## src/design/fcp_cfg.svh

```systemverilog
/*
   Constants of the port primitive sequence state machine: recognition run,
   idle burst on entering the active state, timer widths and the event timeout.
   Assumes a 100 MHz word clock; times are turned into cycles by the port module's TIMEOUT_CYC default.
*/
`ifndef FCP_CFG_SVH
`define FCP_CFG_SVH

// ----------------------------------------------------------------
// clock and timing
// ----------------------------------------------------------------
`define FCP_CLK_HZ      100000000
`define FCP_RTTOV_MS    100
`define FCP_TIMER_W     24

// ----------------------------------------------------------------
// word counts
// ----------------------------------------------------------------
`define FCP_REC_LAST    2'h2
`define FCP_MIN_IDLES   3'h6
`define FCP_ERR_W       16
`define FCP_ERR_MAX     16'hffff

`endif

```

## src/design/fcp_pkg.sv

```systemverilog
/*
   Types shared by the port state machine and its sequence recogniser.
   Assumes nothing beyond the constants header.
*/
package fcp_pkg;

   // ----------------------------------------------------------------
   // received word classes, as decoded by the link receiver
   // ----------------------------------------------------------------
   typedef enum logic [2:0] {RX_OTHER, RX_IDLE, RX_LR, RX_LRR, RX_OLS, RX_NOS} rx_code_t;

   // ----------------------------------------------------------------
   // port states and transmitted word classes
   // ----------------------------------------------------------------
   typedef enum logic [3:0] {AC, LR1, LR2, LR3, LF1, LF2, OL1, OL2, OL3} port_state_t;
   typedef enum logic [2:0] {TX_FILL, TX_IDLE, TX_LR, TX_LRR, TX_OLS, TX_NOS} tx_word_t;

   // ----------------------------------------------------------------
   // register images
   // ----------------------------------------------------------------
   typedef struct packed {
      rx_code_t    last;
      logic [1:0]  run;
      logic        valid;
   } rec_state_t;

   typedef struct packed {
      port_state_t st;
      tx_word_t    tx;
      logic [2:0]  idleLeft;
      logic [23:0] timer;
      logic        protoErr;
      logic [15:0] errCnt;
      logic        pulseMode;
      logic        leaveNormal;
   } fsm_state_t;

endpackage : fcp_pkg

```

## src/design/seq_recog_if.sv

```systemverilog
/*
   Carrier between the port state machine and the sequence recogniser.
   Assumes both ends run on the same word clock.
*/
`timescale 1ns/100ps
`default_nettype none
interface seq_recog_if;
   fcp_pkg::rx_code_t rxCode;
   fcp_pkg::rx_code_t recCode;
   logic              recValid;

   modport rec (input rxCode, output recCode, output recValid);
   modport fsm (output rxCode, input recCode, input recValid);
endinterface : seq_recog_if
`default_nettype wire

```

## src/design/link_port_primitive_sequence_fsm.sv

```systemverilog
/*
   Normal-operation port state machine of a serial link port: chooses the
   word class to send and follows received LR, LRR, Idle, OLS and NOS.
   Assumes a word decoder upstream giving one word class per clock, and
   that loss of signal, qualified loss of sync, link timeout, link reset
   and restart requests come from surrounding logic, synchronous to sys_clk.
*/
// Contract
// - each state sends its own word: fill, LR, LRR, Idle, OLS or NOS
// - received LR goes to LR2, but LF2 from LF2 and OL3
// - received LRR goes to LR3 from AC, LR1-3, OL2; OL3 goes LF2
// - LRR in AC flags a protocol error and bumps the error count
// - received Idles go to AC from AC, LR2, LR3; others stay
// - received OLS goes to OL2 from any state
// - in OL1 all events are ignored until the port decides to leave
// - on entering AC send at least six Idles before anything else
// - LF1 timer runs once NOS is no longer recognised
// - OL2 timer runs once OLS is no longer recognised
// - OL1 timer runs while the port sends OLS trying to go online
// - transmitter may pulse on loss of signal
// - conditions not listed leave the state unchanged
// - with speed negotiation, loss of sync enters LF2 and leaves normal operation
`timescale 1ns/100ps
`default_nettype none
`include "fcp_cfg.svh"
module link_port_primitive_sequence_fsm #(
   parameter int unsigned TIMEOUT_CYC = `FCP_RTTOV_MS * (`FCP_CLK_HZ / 1000)
) (
   input  wire logic                sys_clk,          // word clock, 100 MHz
   input  wire logic                reset,            // synchronous, active high
   input  wire fcp_pkg::rx_code_t   rxCode,           // decoded received word class
   input  wire logic                lossOfSignal,     // receiver sees no signal
   input  wire logic                lossOfSync,       // sync lost longer than the receiver timeout
   input  wire logic                linkTimeout,      // link timeout expired
   input  wire logic                linkResetReq,     // start link reset from AC
   input  wire logic                restartReq,       // restart link: go to OL1
   input  wire logic                ol1Leave,         // port decides to leave OL1
   input  wire logic                speedNegSupport,  // speed negotiation or training supported
   input  wire logic                pulseEnable,      // laser safety allows pulsed mode
   output var  fcp_pkg::port_state_t portState,       // current state
   output var  fcp_pkg::tx_word_t   txWord,           // word class to send
   output var  logic                protoErr,         // protocol error pulse
   output var  logic [15:0]         protoErrCount,    // error count of the link_error_status_block
   output var  logic                pulseMode,        // transmitter in pulsed mode
   output var  logic                leaveNormal       // left normal operation
);
   fcp_pkg::fsm_state_t r;
   fcp_pkg::fsm_state_t n;

   logic recLR;
   logic recLRR;
   logic recIdle;
   logic recOLS;
   logic recNOS;
   logic runNow;
   logic evtTimeout;
   logic entering;
   logic quiet;

   // ----------------------------------------------------------------
   // helpers
   // ----------------------------------------------------------------
   function automatic logic isOffline(input fcp_pkg::port_state_t s);
      isOffline = (s == fcp_pkg::OL1) || (s == fcp_pkg::OL2) || (s == fcp_pkg::OL3);
   endfunction : isOffline

   function automatic fcp_pkg::tx_word_t txFor(input fcp_pkg::port_state_t s, input logic idling);
      unique case (s)
         fcp_pkg::AC:               txFor = idling ? fcp_pkg::TX_IDLE : fcp_pkg::TX_FILL;
         fcp_pkg::LR1, fcp_pkg::OL2: txFor = fcp_pkg::TX_LR;
         fcp_pkg::LR2:              txFor = fcp_pkg::TX_LRR;
         fcp_pkg::LR3:              txFor = fcp_pkg::TX_IDLE;
         fcp_pkg::LF1, fcp_pkg::OL1: txFor = fcp_pkg::TX_OLS;
         fcp_pkg::LF2, fcp_pkg::OL3: txFor = fcp_pkg::TX_NOS;
      endcase
   endfunction : txFor

   // ----------------------------------------------------------------
   // sequence recognition
   // ----------------------------------------------------------------
   seq_recog_if rif ();

   assign rif.rxCode = rxCode;

   seq_recognizer u_rec (
      .sys_clk (sys_clk),
      .reset   (reset),
      .rif     (rif)
   );

   assign recLR   = rif.recValid && (rif.recCode == fcp_pkg::RX_LR);
   assign recLRR  = rif.recValid && (rif.recCode == fcp_pkg::RX_LRR);
   assign recIdle = rif.recValid && (rif.recCode == fcp_pkg::RX_IDLE);
   assign recOLS  = rif.recValid && (rif.recCode == fcp_pkg::RX_OLS);
   assign recNOS  = rif.recValid && (rif.recCode == fcp_pkg::RX_NOS);

   // ----------------------------------------------------------------
   // event timer
   // ----------------------------------------------------------------
   // the count restarts whenever the state changes or the run condition drops
   assign runNow = (r.st == fcp_pkg::LR1) || (r.st == fcp_pkg::LR2) || (r.st == fcp_pkg::LR3)
                || ((r.st == fcp_pkg::LF1) && !recNOS)
                || ((r.st == fcp_pkg::OL2) && !recOLS)
                || (r.st == fcp_pkg::OL1);
   assign evtTimeout = runNow && (r.timer == `FCP_TIMER_W'(TIMEOUT_CYC - 1));

   assign quiet = !lossOfSync && !lossOfSignal && !evtTimeout && !linkTimeout
               && !((r.st == fcp_pkg::OL1) && !ol1Leave);

   // ----------------------------------------------------------------
   // next state
   // ----------------------------------------------------------------
   always_comb begin
      n = r;
      n.protoErr  = 1'b0;
      n.pulseMode = lossOfSignal && pulseEnable;
      if ((r.st == fcp_pkg::OL1) && !ol1Leave) begin
         n.st = r.st;
      end else if (lossOfSync) begin
         if (speedNegSupport) begin
            n.st          = fcp_pkg::LF2;
            n.leaveNormal = 1'b1;
         end else begin
            n.st = isOffline(r.st) ? fcp_pkg::OL3 : fcp_pkg::LF2;
         end
      end else if (lossOfSignal || evtTimeout) begin
         n.st = isOffline(r.st) ? fcp_pkg::OL3 : fcp_pkg::LF2;
      end else if (linkTimeout) begin
         n.st = fcp_pkg::LR1;
      end else if (recNOS) begin
         n.st = fcp_pkg::LF1;
      end else if (recLR) begin
         if ((r.st == fcp_pkg::LF2) || (r.st == fcp_pkg::OL3)) begin
            n.st = fcp_pkg::LF2;
         end else begin
            n.st = fcp_pkg::LR2;
         end
      end else if (recLRR) begin
         if (r.st == fcp_pkg::OL3) begin
            n.st = fcp_pkg::LF2;
         end else if ((r.st == fcp_pkg::AC) || (r.st == fcp_pkg::LR1) || (r.st == fcp_pkg::LR2)
                   || (r.st == fcp_pkg::LR3) || (r.st == fcp_pkg::OL2)) begin
            n.st = fcp_pkg::LR3;
         end
         if (r.st == fcp_pkg::AC) begin
            n.protoErr = 1'b1;
         end
      end else if (recOLS) begin
         n.st = fcp_pkg::OL2;
      end else if (recIdle) begin
         if ((r.st == fcp_pkg::AC) || (r.st == fcp_pkg::LR2) || (r.st == fcp_pkg::LR3)) begin
            n.st = fcp_pkg::AC;
         end
      end else if (restartReq) begin
         n.st = fcp_pkg::OL1;
      end else if (linkResetReq && (r.st == fcp_pkg::AC)) begin
         n.st = fcp_pkg::LR1;
      end
      // any other condition keeps n.st == r.st

      // saturating so a stuck link cannot wrap the count back to a clean value
      if (n.protoErr && (r.errCnt != `FCP_ERR_MAX)) begin
         n.errCnt = r.errCnt + 16'h1;
      end

      // the count parks at expiry, so an OL1 timeout held off by the freeze still acts once the port leaves
      if (runNow && (n.st == r.st)) begin
         n.timer = evtTimeout ? r.timer : r.timer + `FCP_TIMER_W'(1);
      end else begin
         n.timer = '0;
      end

      entering = (n.st == fcp_pkg::AC) && (r.st != fcp_pkg::AC);
      if (entering) begin
         n.idleLeft = `FCP_MIN_IDLES - 3'h1;
      end else if ((n.st == fcp_pkg::AC) && (r.idleLeft != 3'h0)) begin
         n.idleLeft = r.idleLeft - 3'h1;
      end else begin
         n.idleLeft = 3'h0;
      end
      n.tx = txFor(n.st, entering || (r.idleLeft != 3'h0));
   end

   always_ff @(posedge sys_clk) begin
      if (reset) begin
         r <= '{st: fcp_pkg::OL1, tx: fcp_pkg::TX_OLS, default: '0};
      end else begin
         r <= n;
      end
   end

   // ----------------------------------------------------------------
   // outputs
   // ----------------------------------------------------------------
   assign portState     = r.st;
   assign txWord        = r.tx;
   assign protoErr      = r.protoErr;
   assign protoErrCount = r.errCnt;
   assign pulseMode     = r.pulseMode;
   assign leaveNormal   = r.leaveNormal;
endmodule : link_port_primitive_sequence_fsm
`default_nettype wire

```

## src/design/seq_recognizer.sv

```systemverilog
/*
   Primitive sequence recogniser: a received word class counts as recognised
   once it has been seen on consecutive words for the configured run.
   Assumes one decoded word class per clock, synchronous to sys_clk.
*/
`timescale 1ns/100ps
`default_nettype none
`include "fcp_cfg.svh"
module seq_recognizer (
   input  wire logic  sys_clk,   // word clock
   input  wire logic  reset,     // synchronous, active high
   seq_recog_if.rec   rif        // word in, recognised class out
);
   fcp_pkg::rec_state_t r;
   fcp_pkg::rec_state_t n;

   // ----------------------------------------------------------------
   // run counter
   // ----------------------------------------------------------------
   always_comb begin
      n = r;
      n.last = rif.rxCode;
      if (rif.rxCode == r.last) begin
         if (r.run != `FCP_REC_LAST) begin
            n.run = r.run + 2'h1;
         end
      end else begin
         n.run = 2'h0;
      end
      // unknown words never form a sequence
      n.valid = (n.run == `FCP_REC_LAST) && (rif.rxCode != fcp_pkg::RX_OTHER);
   end

   always_ff @(posedge sys_clk) begin
      if (reset) begin
         r <= '{last: fcp_pkg::RX_OTHER, default: '0};
      end else begin
         r <= n;
      end
   end

   assign rif.recCode  = r.last;
   assign rif.recValid = r.valid;
endmodule : seq_recognizer
`default_nettype wire

```

## config.mk

```make
export PLATFORM = sky130hd
export DESIGN_NAME = link_port_primitive_sequence_fsm
export DESIGN_NICKNAME = d
export VERILOG_FILES = /design/src/design/fcp_pkg.sv /design/src/design/seq_recog_if.sv /design/src/design/link_port_primitive_sequence_fsm.sv /design/src/design/seq_recognizer.sv
export VERILOG_INCLUDE_DIRS = /design/src /design/src/design
export SDC_FILE = /design/constraint.sdc
export NUM_CORES = 1
export LEC_CHECK = 0
export ABC_AREA = 1
export ABC_CLOCK_PERIOD_IN_PS = 2460
export BUFFER_PORTS_ARGS = -buffer_cell sky130_fd_sc_hd__buf_2
export CAP_MARGIN = 20
export CORE_UTILIZATION = 40
export DETAILED_ROUTE_END_ITERATION = 12
export GPL_TIMING_DRIVEN = 1
export SYNTH_ARGS = -nofsm -noshare
export SYNTH_HDL_FRONTEND = slang
export SYNTH_HIERARCHICAL = 1
export SYNTH_SLANG_ARGS = --single-unit
```

## constraint.sdc

```tcl
create_clock -name sys_clk -period 2.46 [get_ports sys_clk]
set_input_delay 0.123 -clock sys_clk [delete_from_list [all_inputs] [get_ports sys_clk]]
set_output_delay 0.123 -clock sys_clk [all_outputs]
set_load 0.005 [all_outputs]
```

Word-level counts from Yosys, hierarchy flattened
Cells that the tools add are included.

Register bits: 59. Bits of input ports: 13. Output and inout bits: 26. Word-level logic and storage cells: 123.

Add/sub/neg operators: 4. Equality and inequality tests: 27. Mux-type cells: 31. Bitwise operators: 3. Reductions and logical operators: 46.

Operator list (count): 4-bit 2-to-1 mux (16); 4-bit by 3-bit equality test with 1-bit output, second input constant (8); 24-bit by 1-bit adder with 24-bit output, second input constant (1); 24-bit equality test, second input constant (1); 3-bit case mux with 6 select lines (1); 16-bit by 1-bit adder with 16-bit output, second input constant (1); 4-bit by 2-bit equality test with 1-bit output, second input constant (4); 1-bit logical AND (16); 1-bit logical OR (16); 16-bit inequality test, second input constant (1); 1-bit 2-to-1 mux (9); 3-bit 2-to-1 mux (3); 4-bit by 1-bit equality test with 1-bit output, second input constant (2); 4-bit equality test, second input constant (2); 4-bit logical NOT (2); 2-bit OR reduction (4); 3-bit by 2-bit equality test with 1-bit output, second input constant (2); 3-bit equality test, second input constant (2); 3-bit nonzero test (2); 4-bit equality test (1); 2-bit 2-to-1 mux (2); 4-bit nonzero test (1); 3-bit by 1-bit equality test with 1-bit output, second input constant (1); 3-bit equality test (1); 8 further kinds (12).

Longest topological paths before layout
Depth after elaboration: 19. Mapped depth: 20. Depth with buffers taken out: 19.

By module
Netlist, hierarchy kept.

Modules (own cells, without submodules): link_port_primitive_sequence_fsm (times used 1, cells an instance 502, area each 3374.5 um^2, seq. area each 1061.0 um^2); seq_recognizer (times used 1, cells an instance 35, area each 264.0 um^2, seq. area each 120.1 um^2).

Worst setup path after synthesis
Ideal clock, no wire load.

Kind: flip-flop to flip-flop. Start: register r[19] (netlist name). End: register r[33] (netlist name). Library setup time: 0.067 ns. Data arrival time: 1.986 ns. Required time: 2.393 ns. Path slack: 0.407 ns. Stages on the path, launching flop included: 16. Buffers on the path: 1. Clock period less this slack: 2.053 ns. Cell sequence: dfxtp_1 > ha_1 > nand3_1 > nor2_1 > nand2_1 > nor2_1 > nand2_4 > nand2_4 > inv_1 > nand2_1 > nand2_2 > nand2_4 > xor2_2 > nand4_4 > buf_6 > a21oi_2.

Cells in the longest elaborated chain, start to end: 10. Elaborated cells between the ends (all ways): 11. Classes of those cells: 1 x add/sub; 2 x eq/ne; 3 x mux; 1 x bitwise; 4 x reduce/logical.

RTL lines: start: declaration (RTL line link_port_primitive_sequence_fsm.sv:47) `fcp_pkg::fsm_state_t r;`; start signal: assignment (RTL line link_port_primitive_sequence_fsm.sv:188) `r <= n;`; 24-bit equality test (RTL line link_port_primitive_sequence_fsm.sv:105) `` assign evtTimeout = runNow && (r.timer == `FCP_TIMER_W'(TIMEOUT_CYC - 1)); ``; 1-bit logical AND (RTL line link_port_primitive_sequence_fsm.sv:105); 1-bit logical OR (RTL line link_port_primitive_sequence_fsm.sv:126) `end else if (lossOfSignal || evtTimeout) begin`; 4-bit 2-to-1 mux (RTL line link_port_primitive_sequence_fsm.sv:126); 4-bit 2-to-1 mux (RTL line link_port_primitive_sequence_fsm.sv:119) `end else if (lossOfSync) begin`; 4-bit 2-to-1 mux (RTL line link_port_primitive_sequence_fsm.sv:117) `if ((r.st == fcp_pkg::OL1) && !ol1Leave) begin`; 4-bit equality test (RTL line link_port_primitive_sequence_fsm.sv:167) `if (runNow && (n.st == r.st)) begin`; 1-bit logical AND (RTL line link_port_primitive_sequence_fsm.sv:167); 1-bit inverter (no line); 2-bit OR reduction (no line).

Several ways; a longest one is shown, not always the timed one. A chain may end at the register's enable or synchronous reset.

Worst setup path in the final report
Start: register r[19] (netlist name). End: register r[20] (netlist name).

Same word-level chain as after synthesis.

==> metrics.csv <==
metric;value;unit
routed_wl;7.85;mm
die_h;97.4;um
wl_met1;3.80;mm
ys_ff_latch;59;
routabilityCongestion;0.871;
syn_nets;555;
die-area;9480;sq um
slew_headroom;0.676;
maxCapViolCount;0;
grtUsageTotal;0.173;
final.setup.worst_slack;228;ps
reg2reg_depth;14;
hp-class;in2reg;
die_x;97.4;um
crit_fanout;24;
fmax;448;MHz
hold_depth;3;
dr_wl_met2;3.64;mm
final_hold_viol_count;0;
core;8760;sq um
finalCritPeriodShare;0.907;
port_buffers;38;
power.total;2.08;mW
first_pass_iters;5;
power.density;515;nW/um^2
via_per_inst;4.86;
final_common_cell;nand2_1;
grt_max_degree;25;
setup_viol;0;
cts_buffers;9;
endpoint_kind;flop;
tightest_slew;486;ps
tns;0;ps
finish.net_count;581;
wire_per_inst;11.6;um
drive_gt1_frac;0.217;
start_util;0.415;
r2r-end;r[20];
min_to;u_rec/rif.recCode[2];
rows;34;
fin_skew;12.6;ps
drc;0;
outcome;finished, final reports clean;
cts_root_buf;clkbuf_8;
overflow;0;
period_needed;2230;ps
fin_area;4030;sq um
ys_types;36;
mostFrequentLayoutCells;114 x nand2_1, 71 x nor2_1, 69 x inv_1;
io_pins;39;
cp.arrival;2490;ps
place_area;3780;sq um
syn_avg_cell_area;6.78;sq um
whs;16.1;ps
syn_inst;537;
clockBufferDepth;2;
cts.sink_count;59;
synth_area;3640;sq um
preCtsSetupSlack;93.0;ps
path_clk_slew;70;ps
r2r-start;r[19];
routed.top_layer;met4;
start_kind;flop;
wl_met3;267;um
cts_tree;done;
insertedDiodeCount;0;
clock_latency;340;ps
leakage;1.72;nW
crit_type;reg2reg;
min_from;rxCode[2];
vias;3288;
dp_hpwl;5.97;mm
grt_pass1_vias;3066;
final_antenna_net_count;0;
ys_seq_area_frac;0.325;
area_delta_synth_final;10.8;%
synth-warning-count;6;
drt_iter0_drc;88;
grt_pass1_wl;13.5;mm
max-vdd-ir-drop;0.000304;V
antenna_found_initial;0;
worst_ep_required_time;2720;ps
htreeDepth;3;
finalMaxSlewViolations;0;
r2r_slack;230;ps
==> power breakdown <==
group | switching (mW) | internal (mW) | leakage, nW
Sequential | 0.0204 | 0.977 | 0.478
Clock | 0.388 | 0.413 | 0.0949
Combinational | 0.179 | 0.102 | 1.14
==> layout make-up <==
cell class	count	area (sq um)
clock buffer	11	151
clock inverter	5	27.5
fill	949	4730
inverter	75	282
multi-input combinational	370	1970
sequential	59	1190
tap	108	135
timing repair buffer	48	278
==> worst max-delay path by stage <==
stage               start     to  slack [ps]  depth (start not counted)
finish              r[19]  r[20]         230                         14
global route        r[19]  r[31]         -10                         14
CTS                 r[19]  r[31]          70                         14
floorplan           r[19]  r[33]         410                         15
global placement    r[19]  r[31]         120                         14
detailed placement  r[19]  r[31]          90                         14
==> synthesized netlist by cell type (all sizes together) <==
cell / number / area, sq um
xor2: 18 / 165
nor2: 99 / 442
inv: 75 / 282
nand3: 31 / 173
dfxtp: 59 / 1180
nand3b: 1 / 7.51
nand4: 19 / 134
clkbuf: 3 / 11.3
a21oi: 23 / 138
a221oi: 1 / 8.76
a31o: 1 / 8.76
o21ai: 15 / 75.1
or2: 1 / 8.76
o21a: 3 / 22.5
ha: 5 / 62.6
xnor2: 6 / 52.6
nand2: 121 / 489
a31oi: 2 / 12.5
nor3: 15 / 75.1
buf: 30 / 228
nor4: 9 / 62.6
==> critical path, cell delays in order (launching register included) <==
cell and delay (ps):
dfxtp_1 380, ha_2 240, nand3_1 80, nor2_1 100, nand2_1 70, nor2_2 160
nand2_4 110, nand3_4 90, nor2_4 50, nor2_4 180, inv_1 90, a21oi_2 190
nand4_4 100, buf_12 190, nor3_1 120
==> cells by family (layout without fill, tap and decap cells) <==
family | count (synthesis) | in the layout | share of synthesized area
and+or+nand+nor | 296 | 296 | 0.382
xor gates and xnor gates | 24 | 24 | 0.0598
adders and majority gates | 5 | 5 | 0.0172
DFF | 59 | 59 | 0.325
AOI/OAI and AO/OA | 45 | 45 | 0.0729
buffers and inverters | 108 | 139 | 0.143
==> per-layer routing <==
metal | up-vias | global-route usage
met5 | - | 0
met4 | 0 | 0.0577
met3 | 12 | 0.0410
met2 | 51 | 0.290
met1 | 1492 | 0.216
li1 | 1733 | -
==> state kept, by name, summed over array words and instances (netlist names), 2 cells and up <==
register and count:
portState 4, protoErrCount 16, r 27, txWord 3, u_rec/r 2, u_rec/rif.recCode 3
==> stage by stage <==
stage	utilization	instances
after floorplan	-	537
after global placement	0.432	656
after detailed placement	0.432	656
after global routing	0.460	676
after CTS	0.452	672
final	0.460	676
==> repair_timing <==
action,CTS,global route
gates resized for setup,0,14
hold buffers,0,0
setup buffers,0,4
setup endpoints to repair,0,34
Power figures use the tool's default switching activity.
